**config.mk**
```make
export PLATFORM = sky130hd
export DESIGN_NAME = spcr_regs
export DESIGN_NICKNAME = d
export VERILOG_FILES = /design/src/pkg/spcr_pkg.sv /design/src/spcr_regs.sv
export SDC_FILE = /design/constraint.sdc
export NUM_CORES = 2
export LEC_CHECK = 0
export BUFFER_PORTS_ARGS = -buffer_cell sky130_fd_sc_hd__buf_2
export CORE_ASPECT_RATIO = 1.1
export CORE_MARGIN = 5
export CORE_UTILIZATION = 29
export CTS_CLUSTER_DIAMETER = 50
export DETAILED_ROUTE_END_ITERATION = 10
export GPL_TIMING_DRIVEN = 0
export PLACE_DENSITY = 0.5
export RECOVER_POWER = 50
export REMOVE_ABC_BUFFERS = 1
export SLEW_MARGIN = 20
export SYNTH_ARGS = -nofsm -noshare
export SYNTH_HDL_FRONTEND = slang
export SYNTH_SLANG_ARGS = --single-unit
export TNS_END_PERCENT = 10
```
**constraint.sdc**
```tcl
create_clock -name clock -period 8.1 [get_ports clock]
set_input_delay 0.81 -clock clock [delete_from_list [all_inputs] [get_ports clock]]
set_output_delay 0.81 -clock clock [all_outputs]
set_load 0.005 [all_outputs]
```
**src/pkg/spcr_pkg.sv**
```systemverilog
package spcr_pkg;
   // Register offsets within the capability block
   localparam logic [7:0] SPCR_OFF_COMMAND = 8'h02;
   localparam logic [7:0] SPCR_OFF_MASK = 8'h04;
   localparam logic [7:0] SPCR_OFF_ROUTING = 8'h08;
   localparam logic [7:0] SPCR_OFF_COUNTER = 8'h0c;
   localparam logic [7:0] SPCR_OFF_RANGE = 8'h10;
   localparam logic [7:0] SPCR_OFF_XLATE = 8'h14;
   // Switch command fields (16-bit register)
   localparam int SPCR_CMD_ABORT_FLAG = 7;
   localparam int SPCR_CMD_FLOOD_ON = 8;
   localparam int SPCR_CMD_FATAL_ON = 9;
   localparam int SPCR_CMD_MINOR_ON = 10;
   localparam logic [4:0] SPCR_CAP_TYPE = 5'h08;
   // Routing info fields
   localparam int SPCR_RT_DECODE_EN = 5;
   localparam int SPCR_RT_COLD_SEL = 6;
   localparam int SPCR_RT_CNT_LSB = 8;
   localparam int SPCR_RT_WIN_LSB = 16;
   localparam int SPCR_RT_PIN = 22;
   localparam int SPCR_RT_CONCEAL = 23;
   // Sizes
   localparam int SPCR_NUM_PORTS = 32;
   localparam int SPCR_NUM_COUNTERS = 12;
   localparam int SPCR_NUM_RANGES = 16;
   localparam int SPCR_GRAN_BITS = 24;
   // Reset values
   localparam logic [4:0] SPCR_RST_FALLBACK = 5'h00;
   localparam logic [31:0] SPCR_ZERO32 = 32'h0000_0000;
   localparam logic [31:0] SPCR_ONES32 = 32'hffff_ffff;
   localparam logic [39:0] SPCR_HI_ONES = 40'hff_ffff_ffff;
   // Counter slot indices
   localparam int SPCR_CNT_RX_DW = 3;
   localparam int SPCR_CNT_TX_CMD = 6;
   localparam int SPCR_CNT_TX_DW = 9;
endpackage

```
**src/spcr_regs.sv**
```systemverilog
`timescale 1ns/1ns
// Summary of operation
// - Abort flag sets on posted abort, W1C
// - Sync flood needs flood and serr enables
// - Fatal interrupt gated by fatal enable
// - Nonfatal interrupt gated by nonfatal enable
// - Command top bits read capability type 01000b
// - Mask enables ports, own bit one
// - Mask resets ones, applies after reset/halt
// - Fallback port persists, applies after reset/halt
// - Decode off forwards non-config requests to fallback port, primary only
// - Never forward outside ingress partition
// - Cold select makes bus reset cold
// - Counter select picks counter, reserved zero
// - Counter read clears, counters saturate
// - Selects 0-5 receive, 6-B transmit
// - Window select upper bits pick pair
// - Window select low bits pick doubleword
// - 64-bit ranges, 16MB granules, enable bit
// - Unimplemented pairs read limit zero base ones
// - Secondary base translates matching range
// - Pin state live on secondary only; conceal aborts internal-bus config, primary only
module spcr_regs
   import spcr_pkg::*;
#(
   parameter logic [4:0] OWN_PORT = 5'd0,
   parameter logic [31:0] IMPL_PORTS = 32'h0000_000f,
   parameter logic [15:0] IMPL_RANGES = 16'h000f,
   parameter logic IS_PRIMARY = 1'b1
)
(
   // Clock and resets
   input wire logic clock,
   input wire logic resetn,
   input wire logic warm_reset,
   input wire logic link_halt_event,
   // Configuration access
   input wire logic cfg_wr,
   input wire logic cfg_rd,
   input wire logic [7:0] cfg_addr,
   input wire logic [3:0] cfg_be,
   input wire logic [31:0] cfg_wdata,
   output logic [31:0] cfg_rdata,
   // Error events
   input wire logic posted_abort,
   input wire logic system_error_report_on,
   output logic sync_flood,
   output logic fatal_irq,
   output logic minor_irq,
   // Traffic events: posted, nonposted, response; dw counts per packet
   input wire logic [2:0] rx_pkt,
   input wire logic [2:0] tx_pkt,
   input wire logic [2:0][4:0] rx_dw,
   input wire logic [2:0][4:0] tx_dw,
   // Routing
   input wire logic [4:0] ingress_port,
   input wire logic req_is_cfg,
   input wire logic req_from_int_bus,
   input wire logic [63:0] req_addr,
   output logic route_to_fallback,
   output logic route_master_abort,
   output logic [SPCR_NUM_RANGES-1:0] range_hit,
   output logic [63:0] xlate_addr,
   output logic [SPCR_NUM_PORTS-1:0] active_port_mask,
   output logic [4:0] active_fallback,
   // Reset control
   input wire logic bus_reset_start,
   output logic cold_reset_req,
   output logic power_good_out,
   // Insertion pin
   input wire logic insertion_pin_n
);
   logic abort_flag, flood_on, fatal_on, minor_on;
   logic decode_en, cold_sel, conceal;
   logic [3:0] cnt_sel;
   logic [5:0] win_sel;
   logic [4:0] fallback;
   logic [31:0] mask_reg;
   logic [31:0] cnt [SPCR_NUM_COUNTERS];
   logic [63:0] rbase [SPCR_NUM_RANGES];
   logic [63:0] rlim [SPCR_NUM_RANGES];
   logic [63:0] sbase [SPCR_NUM_RANGES];
   logic pin_s1, pin_s2;
   logic next_abort_flag, next_flood_on, next_fatal_on, next_minor_on;
   logic next_decode_en, next_cold_sel, next_conceal;
   logic [3:0] next_cnt_sel;
   logic [5:0] next_win_sel;
   logic [4:0] next_fallback, next_active_fallback;
   logic [31:0] next_mask_reg, next_active_port_mask, next_cfg_rdata;
   logic wr_cmd, wr_mask, wr_rt, wr_cnt, wr_rng, wr_xl, rd_cnt;
   logic [31:0] mask_fixed;
   localparam logic [31:0] MASK_RST = IMPL_PORTS | (32'h0000_0001 << OWN_PORT);

   function automatic logic [31:0] be_merge(input logic [31:0] old_v, input logic [31:0] new_v,
                                           input logic [3:0] be);
      logic [31:0] r;
      r = old_v;
      for (int i = 0; i < 4; i++)
         if (be[i])
            r[i*8 +: 8] = new_v[i*8 +: 8];
      return r;
   endfunction

   assign wr_cmd = cfg_wr && cfg_addr == 8'h00;
   assign wr_mask = cfg_wr && cfg_addr == SPCR_OFF_MASK;
   assign wr_rt = cfg_wr && cfg_addr == SPCR_OFF_ROUTING;
   assign wr_cnt = cfg_wr && cfg_addr == SPCR_OFF_COUNTER;
   assign wr_rng = cfg_wr && cfg_addr == SPCR_OFF_RANGE;
   assign wr_xl = cfg_wr && cfg_addr == SPCR_OFF_XLATE;
   assign rd_cnt = cfg_rd && cfg_addr == SPCR_OFF_COUNTER;
   // Own bit forced to one, absent ports zero
   assign mask_fixed = (mask_reg & IMPL_PORTS) | (32'h0000_0001 << OWN_PORT);

   // Control bits: command word sits in bytes 2-3 of dword 0
   always_comb
   begin
      logic [31:0] cw, rw;
      cw = be_merge(32'h0000_0000, cfg_wdata, cfg_be);
      rw = be_merge({8'h00, conceal, 1'b0, win_sel, 4'h0, cnt_sel, 1'b0, cold_sel, decode_en,
                     fallback}, cfg_wdata, cfg_be);
      next_abort_flag = abort_flag;
      next_flood_on = flood_on;
      next_fatal_on = fatal_on;
      next_minor_on = minor_on;
      next_decode_en = decode_en;
      next_cold_sel = cold_sel;
      next_conceal = conceal;
      next_cnt_sel = cnt_sel;
      next_win_sel = win_sel;
      next_fallback = fallback;
      next_mask_reg = mask_reg;
      if (wr_cmd)
      begin
         if (cfg_be[2] && cfg_wdata[16 + SPCR_CMD_ABORT_FLAG])
            next_abort_flag = 1'b0;
         if (cfg_be[3])
         begin
            next_flood_on = cw[16 + SPCR_CMD_FLOOD_ON];
            next_fatal_on = cw[16 + SPCR_CMD_FATAL_ON];
            next_minor_on = cw[16 + SPCR_CMD_MINOR_ON];
         end
      end
      if (posted_abort)
         next_abort_flag = 1'b1;
      if (wr_mask)
         next_mask_reg = be_merge(mask_reg, cfg_wdata, cfg_be) & IMPL_PORTS;
      if (wr_rt)
      begin
         next_fallback = rw[4:0];
         next_decode_en = IS_PRIMARY & rw[SPCR_RT_DECODE_EN];
         next_cold_sel = rw[SPCR_RT_COLD_SEL];
         next_cnt_sel = rw[SPCR_RT_CNT_LSB +: 4];
         next_win_sel = rw[SPCR_RT_WIN_LSB +: 6];
         next_conceal = IS_PRIMARY & rw[SPCR_RT_CONCEAL];
      end
      // Latched copies of mask and fallback only refresh at reset or halt
      next_active_port_mask = active_port_mask;
      next_active_fallback = active_fallback;
      if (link_halt_event || warm_reset)
      begin
         next_active_port_mask = mask_fixed;
         next_active_fallback = fallback;
      end
      if (warm_reset)
      begin
         next_flood_on = 1'b0;
         next_fatal_on = 1'b0;
         next_minor_on = 1'b0;
         next_decode_en = 1'b0;
         next_cold_sel = 1'b0;
         next_cnt_sel = 4'h0;
         next_win_sel = 6'h00;
      end
   end

   always_ff @(posedge clock or negedge resetn)
   begin
      if (!resetn)
      begin
         abort_flag <= 1'b0;
         flood_on <= 1'b0;
         fatal_on <= 1'b0;
         minor_on <= 1'b0;
         decode_en <= 1'b0;
         cold_sel <= 1'b0;
         conceal <= 1'b0;
         cnt_sel <= 4'h0;
         win_sel <= 6'h00;
         fallback <= SPCR_RST_FALLBACK;
         mask_reg <= MASK_RST;
         active_port_mask <= MASK_RST;
         active_fallback <= SPCR_RST_FALLBACK;
      end
      else
      begin
         abort_flag <= next_abort_flag;
         flood_on <= next_flood_on;
         fatal_on <= next_fatal_on;
         minor_on <= next_minor_on;
         decode_en <= next_decode_en;
         cold_sel <= next_cold_sel;
         conceal <= next_conceal;
         cnt_sel <= next_cnt_sel;
         win_sel <= next_win_sel;
         fallback <= next_fallback;
         mask_reg <= next_mask_reg;
         active_port_mask <= next_active_port_mask;
         active_fallback <= next_active_fallback;
      end
   end

   // Traffic counters
   generate
      for (genvar g = 0; g < SPCR_NUM_COUNTERS; g++)
      begin : g_cnt
         logic [31:0] next_c;
         logic [5:0] inc;
         logic [32:0] sum;
         always_comb
         begin
            if (g < SPCR_NUM_COUNTERS / 2)
               inc = (g < SPCR_CNT_RX_DW) ? {5'h00, rx_pkt[g % 3]} :
                     (rx_pkt[g % 3] ? {1'b0, rx_dw[g % 3]} : 6'h00);
            else
               inc = (g < SPCR_CNT_TX_DW) ? {5'h00, tx_pkt[g % 3]} :
                     (tx_pkt[g % 3] ? {1'b0, tx_dw[g % 3]} : 6'h00);
            // Read clears but the same-cycle increment survives
            sum = {1'b0, (rd_cnt && cnt_sel == 4'(g)) ? 32'h0000_0000 : cnt[g]}
                  + {27'h000_0000, inc};
            next_c = sum[32] ? SPCR_ONES32 : sum[31:0];
            if (wr_cnt && cnt_sel == 4'(g))
               next_c = be_merge(cnt[g], cfg_wdata, cfg_be);
            if (warm_reset)
               next_c = SPCR_ZERO32;
         end
         always_ff @(posedge clock or negedge resetn)
         begin
            if (!resetn)
               cnt[g] <= 32'h0000_0000;
            else
               cnt[g] <= next_c;
         end
      end
   endgenerate

   // Base/limit ranges and secondary bases
   generate
      for (genvar r = 0; r < SPCR_NUM_RANGES; r++)
      begin : g_rng
         logic [63:0] next_b, next_l, next_s;
         logic sel;
         assign sel = win_sel[5:2] == 4'(r) && IMPL_RANGES[r];
         always_comb
         begin
            next_b = rbase[r];
            next_l = rlim[r];
            next_s = sbase[r];
            if (wr_rng && sel)
               case (win_sel[1:0])
                  2'd0: next_b[31:0] = be_merge(rbase[r][31:0], cfg_wdata, cfg_be);
                  2'd1: next_b[63:32] = be_merge(rbase[r][63:32], cfg_wdata, cfg_be);
                  2'd2: next_l[31:0] = be_merge(rlim[r][31:0], cfg_wdata, cfg_be);
                  default: next_l[63:32] = be_merge(rlim[r][63:32], cfg_wdata, cfg_be);
               endcase
            if (wr_xl && sel)
            begin
               if (win_sel[1])
                  next_s[63:32] = be_merge(sbase[r][63:32], cfg_wdata, cfg_be);
               else
                  next_s[31:0] = be_merge(sbase[r][31:0], cfg_wdata, cfg_be);
            end
            // Reserved granule bits stay zero, bit 0 is the enable in base and secondary base, limit bit 0 is zero
            next_b[23:1] = 23'h00_0000;
            next_l[23:0] = 24'h00_0000;
            next_s[23:1] = 23'h00_0000;
            if (warm_reset)
            begin
               next_b = 64'h0000_0000_0000_0000;
               next_l = 64'h0000_0000_0000_0000;
               next_s = 64'h0000_0000_0000_0000;
            end
         end
         always_ff @(posedge clock or negedge resetn)
         begin
            if (!resetn)
            begin
               rbase[r] <= 64'h0000_0000_0000_0000;
               rlim[r] <= 64'h0000_0000_0000_0000;
               sbase[r] <= 64'h0000_0000_0000_0000;
            end
            else
            begin
               rbase[r] <= next_b;
               rlim[r] <= next_l;
               sbase[r] <= next_s;
            end
         end
         // Limit low bits taken as ones for the compare
         assign range_hit[r] = IMPL_RANGES[r] && rbase[r][0]
            && req_addr[63:SPCR_GRAN_BITS] >= rbase[r][63:SPCR_GRAN_BITS]
            && req_addr[63:SPCR_GRAN_BITS] <= rlim[r][63:SPCR_GRAN_BITS];
      end
   endgenerate

   // Translation by secondary base minus range base
   always_comb
   begin
      xlate_addr = req_addr;
      for (int r = 0; r < SPCR_NUM_RANGES; r++)
         if (range_hit[r] && sbase[r][0])
            xlate_addr = req_addr + {sbase[r][63:SPCR_GRAN_BITS], 24'h00_0000}
                         - {rbase[r][63:SPCR_GRAN_BITS], 24'h00_0000};
   end

   // Forwarding decisions
   always_comb
   begin
      logic fb_ok, ingress_ok;
      fb_ok = active_port_mask[active_fallback];
      ingress_ok = active_port_mask[ingress_port];
      route_to_fallback = IS_PRIMARY && !decode_en && !req_is_cfg && fb_ok && ingress_ok;
      route_master_abort = (IS_PRIMARY && !decode_en && !req_is_cfg && !(fb_ok && ingress_ok))
         || (IS_PRIMARY && conceal && req_is_cfg && req_from_int_bus);
   end

   assign sync_flood = abort_flag && flood_on && system_error_report_on;
   assign fatal_irq = abort_flag && fatal_on;
   assign minor_irq = abort_flag && minor_on;
   assign cold_reset_req = bus_reset_start && cold_sel;
   assign power_good_out = !cold_reset_req;

   // Pin synchroniser
   always_ff @(posedge clock or negedge resetn)
   begin
      if (!resetn)
      begin
         pin_s1 <= 1'b1;
         pin_s2 <= 1'b1;
      end
      else
      begin
         pin_s1 <= insertion_pin_n;
         pin_s2 <= pin_s1;
      end
   end

   // Read mux
   always_comb
   begin
      logic [63:0] b, l, s;
      logic ok;
      ok = IMPL_RANGES[win_sel[5:2]];
      b = ok ? rbase[win_sel[5:2]] : {SPCR_HI_ONES, 24'hff_ffff};
      l = ok ? rlim[win_sel[5:2]] : 64'h0000_0000_0000_0000;
      s = ok ? sbase[win_sel[5:2]] : 64'h0000_0000_0000_0000;
      case (cfg_addr)
         8'h00: next_cfg_rdata = {SPCR_CAP_TYPE, minor_on, fatal_on, flood_on, abort_flag,
                                  7'h00, 16'h0000};
         SPCR_OFF_MASK: next_cfg_rdata = mask_fixed;
         SPCR_OFF_ROUTING: next_cfg_rdata = {8'h00, conceal, IS_PRIMARY ? 1'b0 : pin_s2,
                                  win_sel, 4'h0, cnt_sel, 1'b0, cold_sel, decode_en, fallback};
         SPCR_OFF_COUNTER: next_cfg_rdata = (cnt_sel < 4'(SPCR_NUM_COUNTERS)) ? cnt[cnt_sel]
                                            : SPCR_ZERO32;
         SPCR_OFF_RANGE:
            case (win_sel[1:0])
               2'd0: next_cfg_rdata = b[31:0];
               2'd1: next_cfg_rdata = b[63:32];
               2'd2: next_cfg_rdata = ok ? (l[31:0] | 32'h00ff_ffff) : l[31:0];
               default: next_cfg_rdata = l[63:32];
            endcase
         SPCR_OFF_XLATE: next_cfg_rdata = win_sel[1] ? s[63:32] : s[31:0];
         default: next_cfg_rdata = SPCR_ZERO32;
      endcase
   end

   always_ff @(posedge clock or negedge resetn)
   begin
      if (!resetn)
         cfg_rdata <= 32'h0000_0000;
      else if (cfg_rd)
         cfg_rdata <= next_cfg_rdata;
   end
endmodule

```
After elaboration in Yosys (flattened, before gate mapping) --
Memories as Yosys holds them, arrays and structs flattened. Cells that the tools add are included.
Storage, ports and cells: memories 1, memory bits (read-only) 16, flip-flop bits (word level) 1218, logic and storage cells 606, output and inout bits 156
Operators by class: muxes and demuxes 185, $lt $le $gt $ge 14, bitwise operators 2, reduce and logical (&&, ||, !) cells 171, equal/unequal tests 71, $add $sub $neg 20
Memory list:
- (no name shown) | words 16, width 1, rd ports 1, clocked after Yosys merged registers in 0, write ports 0, line spcr_regs.sv:352 | ok = IMPL_RANGES[win_sel[5:2]];
Operators by type and width (number):
- 2-to-1 mux 64 bit | 37
- 2-to-1 mux 32 bit | 67
- binary-select mux 64 bit (select 4 bit) | 3
- 2-to-1 mux 8 bit | 40
- adder 64 bit | 4
- subtractor 64 bit | 4
- AND reduction 3 bit | 68
- adder 32 x 1 -> 33 bit | 6
- adder 32 x 5 -> 33 bit | 6
- case mux 32 bit (6 select lines) | 1
- >= comparator 40 bit | 4
- less-or-equal comparator 40 bit | 4
- != test 3 bit (second input constant) | 48
- binary-select mux 32 bit (select 4 bit) | 1
- case mux 32 bit (3 select lines) | 1
- logical AND 1 bit | 64
- nonzero test 2 bit | 20
- 2-to-1 mux 5 bit | 6
- 2-to-1 mux 24 bit | 1
- 2-to-1 mux 1 bit | 19
- 2-to-1 mux 6 bit | 3
- equality test 4 x 2 -> 1 bit (second input constant) | 4
- equality test 4 x 3 -> 1 bit (second input constant) | 4
- equality test 4 bit (second input constant) | 4
- 23 further kinds | 44

Depth between registers and ports, before layout --
depth after elaboration 8, mapped depth 23, depth with buffers taken out 18

Worst setup path after synthesis --
Ideal clock, no wire load.
path type input-to-reg, start in cfg_addr[5], end reg cnt[34] (netlist bit), cell stages on the path 22, library setup time 0.142 ns, arrival time 4.901 ns, slack 3.058 ns, path buffers 4, cell sequence nor4_4 > and4_1 > buf_2 > nand2_2 > buf_4 > clkbuf_1 > and2_1 > ha_1 > fa_1 > a21o_1 > a21oi_1 > nor2b_1 > o2111a_1 > nand3_2 > nor3_4 > and3_1 > nor3b_2 > and2b_1 > a41o_2 > buf_6 > a211oi_1 > a211oi_1
On the way: word-level cells in the longest chain between the ends 8, elaborated cells on any way between the ends 11
Ends and longest elaborated chain:
- start, declared | line spcr_regs.sv:40 | input wire logic [7:0] cfg_addr,
- equality test 8 x 4 -> 1 bit (*) | line spcr_regs.sv:107, spcr_regs.sv:110
- logical AND 1 bit | line spcr_regs.sv:110 | assign rd_cnt = cfg_rd && cfg_addr == SPCR_OFF_COUNTER;
- logical AND 1 bit | line spcr_regs.sv:228 | sum = {1'b0, (rd_cnt && cnt_sel == 4'(g)) ? 32'h0000_0000 : cnt[g]}
- 2-to-1 mux 32 bit | line spcr_regs.sv:228
- adder 32 x 5 -> 33 bit | line spcr_regs.sv:229 | + {27'h000_0000, inc};
- 2-to-1 mux 32 bit | line spcr_regs.sv:230 | next_c = sum[32] ? SPCR_ONES32 : sum[31:0];
- 2-to-1 mux 32 bit | line spcr_regs.sv:231 | if (wr_cnt && cnt_sel == 4'(g))
- 2-to-1 mux 32 bit | line spcr_regs.sv:233 | if (warm_reset)
- end signal, assigned by index | line spcr_regs.sv:241 | cnt[g] <= next_c;
- end, declared | line spcr_regs.sv:79 | logic [31:0] cnt [SPCR_NUM_COUNTERS];
Mark *: on every way between the ends. The rest lies on a longest branch, timed or not. A chain may end at the register's enable or synchronous reset.

Worst setup path after layout --
start reg rbase[1009] (netlist bit), end out xlate_addr[58]
On the way: word-level cells in the longest chain between the ends 8, elaborated cells on any way between the ends 9
Ends and longest elaborated chain:
- start, declared | line spcr_regs.sv:80 | logic [63:0] rbase [SPCR_NUM_RANGES];
- start signal, assigned by index | line spcr_regs.sv:293 | rbase[r] <= next_b;
- >= comparator 40 bit | line spcr_regs.sv:300 | && req_addr[63:SPCR_GRAN_BITS] >= rbase[r][63:SPCR_GRAN_BITS]
- logical AND 1 bit | line spcr_regs.sv:300
- logical AND 1 bit | line spcr_regs.sv:301 | && req_addr[63:SPCR_GRAN_BITS] <= rlim[r][63:SPCR_GRAN_BITS];
- logical AND 1 bit | line spcr_regs.sv:310 | if (range_hit[r] && sbase[r][0])
- 2-to-1 mux 64 bit (*) (4 in series) | line spcr_regs.sv:310
- end, declared | line spcr_regs.sv:63 | output logic [63:0] xlate_addr,
Marks and branches as above.

==> run metrics <==
Longest Clk Path Bufs 4; Die H ~570 µm; synthesized area about 0.083 mm²; vias in the first global route a little under 80000; CTS tree built; Worst Hold Path Cells 2; Area contributors post-synth dfrtp_1, ha_1, a21oi_1; FMAX around 0.12 GHz; Max-cap violations 11; WS Path Type register to output pin; LEAKAGE slightly below 40 nW; Post-DP Area 0.0893 mm²; worst-margin pin slew 5.04 ns; post-DR wirelength/cell roughly 27 µm; fin nets 10900; Via density between 5 and 6; smallest hold slack 0.220 ns; Tmin final 8.24 ns; first-iteration detailed-routing DRC count just over 8000; Post-DP HPWL ~300 mm; area grow syn2layout 13.5%; Regs by FF count cnt: 384 flops, rbase: 164 flops, sbase: 164 flops; routability cong. 0.975; Hold Path Class primary input to register; Top-Level Pins between 300 and 400; Util after Layout between 30% and 40%; Port-buffer cells 272; drt first pass iters 6; first-pass GRT wire length approximately 550 mm; clk_skew ~0.11 ns; dpl ws -0.113 ns; Die ar. 0.299 mm²; Seq/Total Area, Yosys between 20% and 30%; Final Hold Viols 0; syn_area_per_cell around 8.3 µm²; H-tree levels 4; failing checks max-capacitance violations, max-slew violations, negative setup slack; initial core utilization 29.1%; PD cells approximately 150 mW/mm²; global route overflow 0; yosys warns 0; post-CTS setup repair buffer count 0; Tcrit/Tclk final 102%; crit path max fanout 21; number of synthesized flops with an enable pin 0; Worst EP required approximately 7.3 ns; post-synth top area share 27.9%; asr flop ratio synth 100%; setup violators final 1; CORE AREA 0.286 mm²; outcome complete, but fails checks; Final WS setup -0.139 ns; ANT nets after route 0; CTS root buf clkbuf_16; CP arrival roughly 7.4 ns; post-synthesis instance total between 10000 and 15000; cell taking the most area after synthesis dfrtp_1; Core Rows between 200 and 250; Post-synth top flop dfrtp_1; Yosys cell types about 130; Die Span X roughly 520 µm; Startpoint Class register; Reg2Reg Depth 19; Worst setup EP type output pin; Inserted Clock Buffers 164; CTS sink cnt approximately 940; pin count of the biggest net entering global routing roughly 130; Max-slew headroom -236%; GRT Util Overall ~25%; Max VDD drop around 0.00012 V; Worst-Skew Late Latency just under 0.9 ns; via count between 80000 and 90000; layout cells sized above 1 a little over a tenth; Setup TNS -0.139 ns; clock slew at reported path FFs 0.05 ns; register bit count reported by yosys ~940; Finished Cell Area roughly 0.095 mm²; largest register by flop count cnt; layout filler cell count roughly 30000; Final Max Slew Viols ~890; DRC 0; WL final 382 mm; initial antenna violation count 32; flip-flop count of the largest register after layout around 380; RSZ-0062 raised after global routing no
## Yosys cell counts, types with 176 or more instances
library cell	number
a21o_1	231
a21oi_1	1038
clkbuf_1	455
dfrtp_1	931
ha_1	541
inv_1	944
mux2i_1	499
mux4_2	218
nand2_1	908
nand3_1	251
nor2_1	996
o21ai_0	742
xnor2_1	176
## logic make-up after synthesis
family / Yosys count / synth area share, %
and+or+nand+nor: 3061 / 17.2
other: 2 / 0.00900
adders and majority gates: 703 / 12.0
DFF: 937 / 28.1
xor gates and xnor gates: 291 / 3.05
AOI/OAI and AO/OA: 2793 / 20.1
muxes: 737 / 12.1
buffers and inverters: 1564 / 7.40
## worst paths after layout
path / startpoint / to / slack, ns
setup / recovery: rbase[1009] / xlate_addr[58] / -0.14
hold / removal: posted_abort / abort_flag / 0.22
setup reg to reg: cnt_sel[0] / cnt[259] / 0.69
hold reg to reg: cfg_rdata[3] / cfg_rdata[3] / 0.48
max in group asynchronous: resetn / rlim[860] / 1.14
min in group asynchronous: resetn / cnt[35] / 2.23
## routing by layer
layer	GRT usage [%]	wire, µm
met1	31.0	153000
met2	41.1	180000
met3	3.32	26500
met4	12.3	22200
met5	0	27
## metrics by stage
stage                     total power (W)  cells
after floorplan                   0.00608   9510
after global placement            0.00707  13600
after detailed placement          0.00707  13700
after CTS                          0.0143  14000
after global routing               0.0147  14000
final                              0.0142  14000
## power breakdown
group          switching [W]  total, W  leakage (nW)  internal, W
clock                0.00272   0.00719          2.64      0.00447
sequential         0.0000357   0.00475          13.0      0.00472
combinational        0.00153   0.00227          23.6     0.000749
total                0.00428    0.0142          39.2      0.00993
## timing repair
action | CTS | global route
hold buffers | 1 | 0
resized for setup | 6 | 0
hold endpoints to repair | 72 | 0
endpoints found under the setup margin | 8 | 0
## final cells by class
class / instances / area [µm²] / share of cell area, %
antenna: 20 / 50.0 / 0.0528
clock buffer: 200 / 4440 / 4.69
clock inverter: 89 / 1060 / 1.12
inverter: 947 / 3560 / 3.75
multi-input combinational: 7626 / 54400 / 57.4
sequential: 937 / 23500 / 24.8
tap: 3848 / 4810 / 5.08
timing repair buffer: 371 / 2890 / 3.06
## cells in the final DEF (no fill, tap or decap), drive strengths merged, types with 56 or more instances in the layout
cell type and instances:
a21oi 1045, nor2 1044, inv 963, dfrtp 931, nand2 910, o21ai 765, ha 541, mux2i 499
buf 321, nand3 258, clkbuf 249, a21o 231, mux4 218, xnor2 176, fa 162, and3 162
nand4 142, o22ai 138, nor3 128, and2 122, xor2 115, a211oi 88, nor4 74, a31oi 56
## worst max-delay path, cell delays in order, from the launching register on
cell	delay, ns
dfrtp_1	0.45
inv_1	0.07
ha_1	0.29
nand4_1	0.51
a211oi_1	0.88
a31oi_1	0.21
a31oi_1	0.47
nor3b_1	0.16
a211oi_1	0.90
nand2_2	0.71
a21oi_1	0.96
nand2_1	0.11
o22a_1	0.24
a21oi_1	0.42
buf_2	0.21
(Power assumes the default switching activity.)
